--- config.mk ---
export PLATFORM = sky130hd
export DESIGN_NAME = dac_write_host
export DESIGN_NICKNAME = d
export VERILOG_FILES = /design/src/rtl/dac_host_pkg.sv /design/src/rtl/dac_write_host.sv
export SDC_FILE = /design/constraint.sdc
export NUM_CORES = 1
export LEC_CHECK = 0
export BUFFER_PORTS_ARGS = -buffer_cell sky130_fd_sc_hd__clkbuf_2
export CORE_ASPECT_RATIO = 0.9
export CORE_UTILIZATION = 35
export CTS_BUF_LIST = sky130_fd_sc_hd__clkbuf_16
export DETAILED_ROUTE_END_ITERATION = 8
export GPL_TIMING_DRIVEN = 0
export MAX_ROUTING_LAYER = met4
export SYNTH_ARGS = -nofsm -noshare
export SYNTH_HDL_FRONTEND = slang
export SYNTH_SLANG_ARGS = --single-unit
export TNS_END_PERCENT = 5
--- constraint.sdc ---
create_clock -name i_clk -period 4.24 [get_ports i_clk]
set_input_delay 0.424 -clock i_clk [delete_from_list [all_inputs] [get_ports i_clk]]
set_output_delay 0.424 -clock i_clk [all_outputs]
set_load 0.005 [all_outputs]
--- src/rtl/dac_host_pkg.sv ---
// constants for the parallel dac write port host controller
package dac_host_pkg;
    localparam int          ADDR_W       = 3;
    localparam int          DATA_W       = 10;
    localparam int          UPPER_W      = 8;
    localparam int          LOWER_W      = 2;
    localparam int          CLK_MHZ      = 20;
    // strobe phase times in ns, each least times, rounded up to cycles
    localparam int          SETUP_NS     = 50;
    localparam int          STROBE_NS    = 100;
    localparam int          HOLD_NS      = 50;
    localparam int          SETUP_CYC    = (SETUP_NS * CLK_MHZ + 999) / 1000;
    localparam int          STROBE_CYC   = (STROBE_NS * CLK_MHZ + 999) / 1000;
    localparam int          HOLD_CYC     = (HOLD_NS * CLK_MHZ + 999) / 1000;
    localparam int          CNT_W        = 4;
    localparam logic        CLASS_DATA   = 1'b1;
    localparam logic        CLASS_CTRL   = 1'b0;

    typedef enum logic [2:0] {
        ST_IDLE   = 3'b000,
        ST_SETUP  = 3'b001,
        ST_STROBE = 3'b010,
        ST_HOLD   = 3'b011,
        ST_UPDATE = 3'b100
    } state_t;
endpackage

--- src/rtl/dac_write_host.sv ---
// host-side controller that drives the parallel dac write port pins
// Contract
// - update low at write edge auto-updates
// - host drives write strobe with select, address
// - chip select active low during writes
// - class select high data, low control
module dac_write_host
    import dac_host_pkg::*;
(
    input  wire logic               i_clk,
    input  wire logic               i_rst,
    input  wire logic               i_req,
    input  wire logic [ADDR_W-1:0]  i_addr,
    input  wire logic               i_class,
    input  wire logic               i_sys,
    input  wire logic [DATA_W-1:0]  i_data,
    input  wire logic               i_auto,
    input  wire logic               i_update,
    input  wire logic               i_clear,
    input  wire logic               i_sleep,
    output logic                    o_busy,
    output logic                    o_done,
    output logic                    o_cs_n,
    output logic                    o_wr_n,
    output logic [ADDR_W-1:0]       o_channel_address,
    output logic                    o_mode,
    output logic [UPPER_W-1:0]      o_data_upper_bits,
    output logic [LOWER_W-1:0]      o_data_lower_bits,
    output logic                    o_output_update_strobe_n,
    output logic                    o_async_output_clear_n,
    output logic                    o_power_down_n
);
    state_t            st_q, st_d;
    logic [CNT_W-1:0]  cnt_q, cnt_d;
    logic              cs_n_q, cs_n_d, wr_n_q, wr_n_d, ld_n_q, ld_n_d;
    logic [ADDR_W-1:0] addr_q, addr_d;
    logic              mode_q, mode_d, done_q, done_d, busy_q, busy_d;
    logic [DATA_W-1:0] data_q, data_d;
    logic              clr_n_q, clr_n_d, pd_n_q, pd_n_d;

    // write sequencer: setup, strobe low, hold, optional update pulse
    always_comb begin
        st_d   = st_q;
        cnt_d  = cnt_q;
        cs_n_d = cs_n_q;
        wr_n_d = wr_n_q;
        ld_n_d = ld_n_q;
        addr_d = addr_q;
        mode_d = mode_q;
        data_d = data_q;
        done_d = 1'b0;
        busy_d = busy_q;
        case (st_q)
            ST_IDLE: begin
                ld_n_d = 1'b1;
                if (i_update) begin
                    ld_n_d = 1'b0;
                    cnt_d  = CNT_W'(STROBE_CYC - 1);
                    busy_d = 1'b1;
                    st_d   = ST_UPDATE;
                end else if (i_req) begin
                    // system control writes park the address at zero: it is ignored anyway
                    addr_d = (i_sys && i_class == CLASS_CTRL) ? '0 : i_addr;
                    mode_d = i_class;
                    data_d = i_data;
                    cs_n_d = 1'b0;
                    ld_n_d = ~i_auto;
                    cnt_d  = CNT_W'(SETUP_CYC - 1);
                    busy_d = 1'b1;
                    st_d   = ST_SETUP;
                end
            end
            ST_SETUP: begin
                if (cnt_q == '0) begin
                    wr_n_d = 1'b0;
                    cnt_d  = CNT_W'(STROBE_CYC - 1);
                    st_d   = ST_STROBE;
                end else begin
                    cnt_d = cnt_q - 1'b1;
                end
            end
            ST_STROBE: begin
                if (cnt_q == '0) begin
                    wr_n_d = 1'b1; // rising edge latches, lines still stable
                    cnt_d  = CNT_W'(HOLD_CYC - 1);
                    st_d   = ST_HOLD;
                end else begin
                    cnt_d = cnt_q - 1'b1;
                end
            end
            ST_HOLD: begin
                if (cnt_q == '0) begin
                    cs_n_d = 1'b1;
                    ld_n_d = 1'b1;
                    done_d = 1'b1;
                    busy_d = 1'b0;
                    st_d   = ST_IDLE;
                end else begin
                    cnt_d = cnt_q - 1'b1;
                end
            end
            ST_UPDATE: begin
                if (cnt_q == '0) begin
                    ld_n_d = 1'b1;
                    done_d = 1'b1;
                    busy_d = 1'b0;
                    st_d   = ST_IDLE;
                end else begin
                    cnt_d = cnt_q - 1'b1;
                end
            end
            default: begin
                st_d   = ST_IDLE;
                cs_n_d = 1'b1;
                wr_n_d = 1'b1;
                ld_n_d = 1'b1;
                busy_d = 1'b0;
            end
        endcase
    end

    // sequencer registers; pins idle inactive high out of reset
    always_ff @(posedge i_clk or posedge i_rst) begin
        if (i_rst) begin
            st_q   <= ST_IDLE;
            cnt_q  <= '0;
            cs_n_q <= 1'b1;
            wr_n_q <= 1'b1;
            ld_n_q <= 1'b1;
            addr_q <= '0;
            mode_q <= CLASS_CTRL;
            data_q <= '0;
            done_q <= 1'b0;
            busy_q <= 1'b0;
        end else begin
            st_q   <= st_d;
            cnt_q  <= cnt_d;
            cs_n_q <= cs_n_d;
            wr_n_q <= wr_n_d;
            ld_n_q <= ld_n_d;
            addr_q <= addr_d;
            mode_q <= mode_d;
            data_q <= data_d;
            done_q <= done_d;
            busy_q <= busy_d;
        end
    end

    // clear and sleep next values: request levels inverted onto the active-low pins
    always_comb begin
        clr_n_d = ~i_clear;
        pd_n_d  = ~i_sleep;
    end

    // clear and sleep are plain levels, registered so the pins come from flops
    always_ff @(posedge i_clk or posedge i_rst) begin
        if (i_rst) begin
            clr_n_q <= 1'b1;
            pd_n_q  <= 1'b1;
        end else begin
            clr_n_q <= clr_n_d;
            pd_n_q  <= pd_n_d;
        end
    end

    assign o_busy                   = busy_q;
    assign o_done                   = done_q;
    assign o_cs_n                   = cs_n_q;
    assign o_wr_n                   = wr_n_q;
    assign o_channel_address        = addr_q;
    assign o_mode                   = mode_q;
    assign o_data_upper_bits        = data_q[DATA_W-1 -: UPPER_W];
    assign o_data_lower_bits        = data_q[LOWER_W-1:0];
    assign o_output_update_strobe_n = ld_n_q;
    assign o_async_output_clear_n   = clr_n_q;
    assign o_power_down_n           = pd_n_q;

    // write strobe only ever low inside chip select
    chk_wr_in_cs: assert property (@(posedge i_clk) disable iff (i_rst)
        !wr_n_q |-> !cs_n_q) else $error("write strobe low without chip select");
    // strobe width is exactly the strobe count
    chk_wr_width: assert property (@(posedge i_clk) disable iff (i_rst)
        $fell(wr_n_q) |-> !wr_n_q [*2] ##1 wr_n_q) else $error("write strobe width wrong");
    // lines stay stable across rising write edge
    chk_data_stable: assert property (@(posedge i_clk) disable iff (i_rst)
        $rose(wr_n_q) |-> $stable(data_q) && $stable(addr_q) && $stable(mode_q))
        else $error("lines moved at write edge");
    // auto update keeps update strobe low over the rising write edge
    chk_auto_upd: assert property (@(posedge i_clk) disable iff (i_rst)
        $rose(wr_n_q) && !cs_n_q && $past(ld_n_q, 3) == 1'b0 |-> !ld_n_q)
        else $error("auto update dropped");
    // a standalone update pulse never overlaps a write
    chk_upd_alone: assert property (@(posedge i_clk) disable iff (i_rst)
        st_q == ST_UPDATE |-> cs_n_q && wr_n_q) else $error("update overlaps write");
    // clear pin follows request one cycle later
    chk_clear_pin: assert property (@(posedge i_clk) disable iff (i_rst)
        i_clear |=> !o_async_output_clear_n) else $error("clear not driven");
    // sleep pin follows request one cycle later
    chk_sleep_pin: assert property (@(posedge i_clk) disable iff (i_rst)
        i_sleep |=> !o_power_down_n) else $error("power down not driven");
    // a write completes with done within bounded time
    chk_write_done: assert property (@(posedge i_clk) disable iff (i_rst)
        st_q == ST_IDLE && i_req && !i_update |=> ##[1:8] done_q) else $error("write never finished");
    // mode line carries the class chosen at request
    chk_mode_class: assert property (@(posedge i_clk) disable iff (i_rst)
        st_q == ST_IDLE && i_req && !i_update |=> mode_q == $past(i_class)) else $error("mode mismatch");
    // a standalone update pulse lasts exactly the strobe count
    chk_upd_width: assert property (@(posedge i_clk) disable iff (i_rst)
        $fell(ld_n_q) && st_q == ST_UPDATE |-> !ld_n_q [*2] ##1 ld_n_q) else $error("update pulse width wrong");
    // chip select and write strobe are both released when a sequence ends
    chk_cs_release: assert property (@(posedge i_clk) disable iff (i_rst)
        done_q |-> cs_n_q && wr_n_q) else $error("chip select held after done");
    // system control writes put the parked address on the pins
    chk_sys_addr: assert property (@(posedge i_clk) disable iff (i_rst)
        st_q == ST_IDLE && i_req && !i_update && i_sys && i_class == CLASS_CTRL |=> addr_q == '0)
        else $error("system write address not parked");
endmodule

==> summary.md <==
| Metric | Value |
|---|---|
| WP data required | `~4.4 ns` |
| First-pass GRT wire length | `about 4600 microns` |
| CTS tree | `yes` |
| Number of CTS-inserted buffers | `3` |
| CTS Hold Bufs | `0` |
| Total Power | `1.30 mW` |
| Multi-input gate area in the final layout | `around 630 sq um` |
| Final worst-path setup slack | `about 2.2 ns` |
| Initial cell density of the core | `0.369` |
| Setup crit start kind | `flip-flop` |
| Worst Tran Pin Value | `approximately 1.1 ns` |
| Status | `completed` |
| Combinational share of power | `0.430` |
| CTS Sinks | `28` |
| VDD IR-drop max | `between 0.0003 and 0.0004 V` |
| Initial antenna violation count | `0` |
| CTS Buffer Depth | `2` |
| Area grow syn2layout | `26.9%` |
| DRC | `0` |
| Synthesized cell area | `~1400 sq um` |
| Min-Delay Startpoint | `i_clear` |
| Main combinational cell family by area after synthesis | `compound AO/OA/AOI/OAI gates` |
| Cells after Synth | `134` |
| Port Buffers | `42` |
| Worst r2r src | `cnt_q[0]` |
| Worst hold path type | `in2reg` |
| Seq pwr share | `0.358` |
| Commonest cells post-synth | `23 x dfrtp_1, 12 x mux2_2, 12 x o21ai_0` |
| Clock transition at path regs | `0.07 ns` |
| Synth cell types | `37` |
| Post-synth top area share | `0.415` |
| Internal power consumption | `approximately 0.85 mW` |
| Net load switching power | `between 0.4 and 0.5 mW` |
| FF-to-FF path depth | `6` |
| Final period util | `0.481` |
| # H-tree levels | `1` |
| Final Hold Fails | `0` |
| Final min period | `2.04 ns` |
| Vias/cell | `~5.2` |
| Hold Path Cell Cnt | `2` |
| Wire length per cell | `12.9 microns` |
| Mean post-synth cell area | `10.3 sq um` |
| Final setup viols | `0` |
| Share of cells above drive strength 1 | `0.406` |
| P_leak | `0.837 nW` |
| Clk_lat worst skew | `0.26 ns` |
| Most frequent cell after synthesis | `dfrtp_1` |
| Final wirelength | `2920 microns` |
| Rel. slew slack | `0.290` |
| Post-Place Worst Slack | `~2.2 ns` |
| DP Cell Count | `between 200 and 250` |
| DIE HEIGHT | `61.7 microns` |
| Area contributors post-synth | `dfrtp_1 42%, mux2_2 9.7%, dfstp_2 9.5%, o21ai_0 4.3%, nand2_1 3.0%` |
| Synth Warn # | `0` |
| Setup tns final | `0 ns` |
| CP Cell Sequence | `inv_1 -> ha_1 -> or4bb_1 -> o211a_1 -> nand2_1 -> mux2_2` |
| Syn_nets | `157` |
| CP delay by family, top | `simple AND/OR/NAND/NOR gates` |
| Post-synthesis simple-gate area fraction | `0.162` |
| Post-synthesis mux area share | `0.0975` |
| Ys flop type | `dfrtp_1` |
| GP Congestion | `0.855` |
| Post-synthesis adder-cell area fraction | `0.00903` |
| Synth area leader | `dfrtp_1` |
| First DRT Iteration DRCs | `65` |
| Hpwl dp | `2140 microns` |
| Slowest CP cell | `or4bb_1` |
| Routed Antenna Nets | `0` |
| RSZ-0062 raised after global routing | `false` |
| Xor/xnor share of the synthesized area | `0.00632` |
| Overflow left after global routing | `0` |
| Layout Skew | `approximately 0.0013 ns` |
| Core Footprint | `3760 sq um` |
| Clock root buffer | `clkbuf_16` |
| Antenna Cells | `0` |
| Worst path max stage delay | `0.55 ns` |
| Row cnt | `21` |
| Final hold slack | `between 0.2 and 0.3 ns` |
| Buf/Inv on CP | `1` |
| Fin cells | `between 200 and 250` |
| RR Endpoint | `cnt_q[0]` |
| Worst-path fanout max | `7` |
| Maximum Capacitance Violations | `0` |
| Yosys reg bits | `28` |
| Reg area | `707 sq um` |
| Ports | `43` |
| Die ar. | `approximately 4200 sq um` |
| Largest net degree at the start of global routing | `29` |
| Post-synth EDFFs | `0` |
| Post-CTS Setup Bufs | `0` |
| Hold EP | `o_async_output_clear_n` |
| Power per Cell Area | `736 nW/um^2` |
| Final #Nets | `between 200 and 250` |
| Post-CTS Resized | `0` |
| Via count | `1173` |
| Ys async rst share | `1.00` |
| Overall Global Routing Usage | `0.154` |
| Critical path type | `reg2reg` |
| Synth Area in Compound Gates | `0.176` |
| R2R Setup Slk | `roughly 2.2 ns` |
| CP arrival | `around 2.2 ns` |
| Crit path capture type | `flip-flop` |
| FILL cells | `349` |
| Highest Clock Rate | `491 MHz` |
| Vias in the first global route | `1054` |
| Sw Share | `0.341` |
| Sequential fraction of the synthesis area | `0.510` |
| Max-slew violations | `0` |
| Die width | `about 70 microns` |
| Clock Power Share | `0.212` |
| Pre-antenna DRT Iters | `4` |
## worst register-to-register path, cell delays in order, from the launching register on
cell     delay (ns)
dfrtp_1        0.40
inv_1          0.08
ha_1           0.25
or4bb_1        0.55
o211a_1        0.19
nand2_1        0.11
mux2_2         0.33
## per-layer routing
layer	part of all wire	track usage	routed length, microns
met4	0.0099	0.0565	29
met5	0	-	0
met1	0.45	0.196	1320
met2	0.50	0.238	1460
met3	0.036	0.0347	104
## power groups by stage
stage	Combinational [mW]	Sequential, mW	Clock [mW]
global placement	0.542	0.464	0
detailed placement	0.557	0.469	0
finish	0.557	0.463	0.275
floorplan	0.370	0.467	0
global route	0.628	0.483	0.295
CTS	0.560	0.464	0.285
## registers in the layout (all words and copies together) (netlist names)
name / count
o_wr_n: 1
o_async_output_clear_n: 1
o_power_down_n: 1
o_cs_n: 1
st_q: 3
o_busy: 1
o_mode: 1
o_done: 1
o_output_update_strobe_n: 1
o_channel_address: 3
cnt_q: 4
data_q: 10
## metrics by stage
step / util / cell area [sq um]
2_1_floorplan: - / 1390
3_3_place_gp: 0.440 / 1650
3_5_place_dp: 0.440 / 1650
4_1_cts: 0.468 / 1760
5_1_grt: 0.468 / 1760
6_report: 0.468 / 1760
## worst max path at each step
stage               startpoint        to  slack [ns]  cells past startpoint
floorplan             cnt_q[0]  cnt_q[0]        2.37                      6
global placement      cnt_q[0]  cnt_q[0]        2.22                      6
detailed placement    cnt_q[0]  cnt_q[0]        2.23                      6
CTS                   cnt_q[0]  cnt_q[0]        2.21                      6
global route          cnt_q[0]  cnt_q[0]        2.09                      6
finish                cnt_q[0]  cnt_q[0]        2.20                      6
## layout by cell type (no fill, tap or decap), types with 3 or more instances in the layout
cell type,n
clkbuf_2,42
dfrtp_1,23
mux2_2,12
o21ai_0,12
nand2_1,11
nor2_1,11
inv_1,8
a21oi_1,7
dfstp_2,5
clkbuf_1,4
o211ai_1,4
or2_2,3
nor2b_1,3
o21a_1,3
clkbuf_16,3
## final cells by class
cell class,instances,area share
Clock inverter,1,0.0171
Buffer,6,0.0135
Inverter,8,0.0171
Multi-Input combinational cell,92,0.356
Clock buffer,3,0.0427
Tap cell,46,0.0327
Timing Repair Buffer,42,0.119
Sequential cell,28,0.402
## cell families (layout without fill, tap and decap cells)
family / after synthesis / after routing
flip-flops: 28 / 28
multiplexers: 12 / 12
XOR/XNOR: 1 / 1
AND/OR/NAND/NOR: 41 / 41
buffers and inverters: 14 / 60
adder cells (fa/ha/maj): 1 / 1
AO/OA/AOI/OAI: 37 / 37
(Power assumes the default switching activity.)
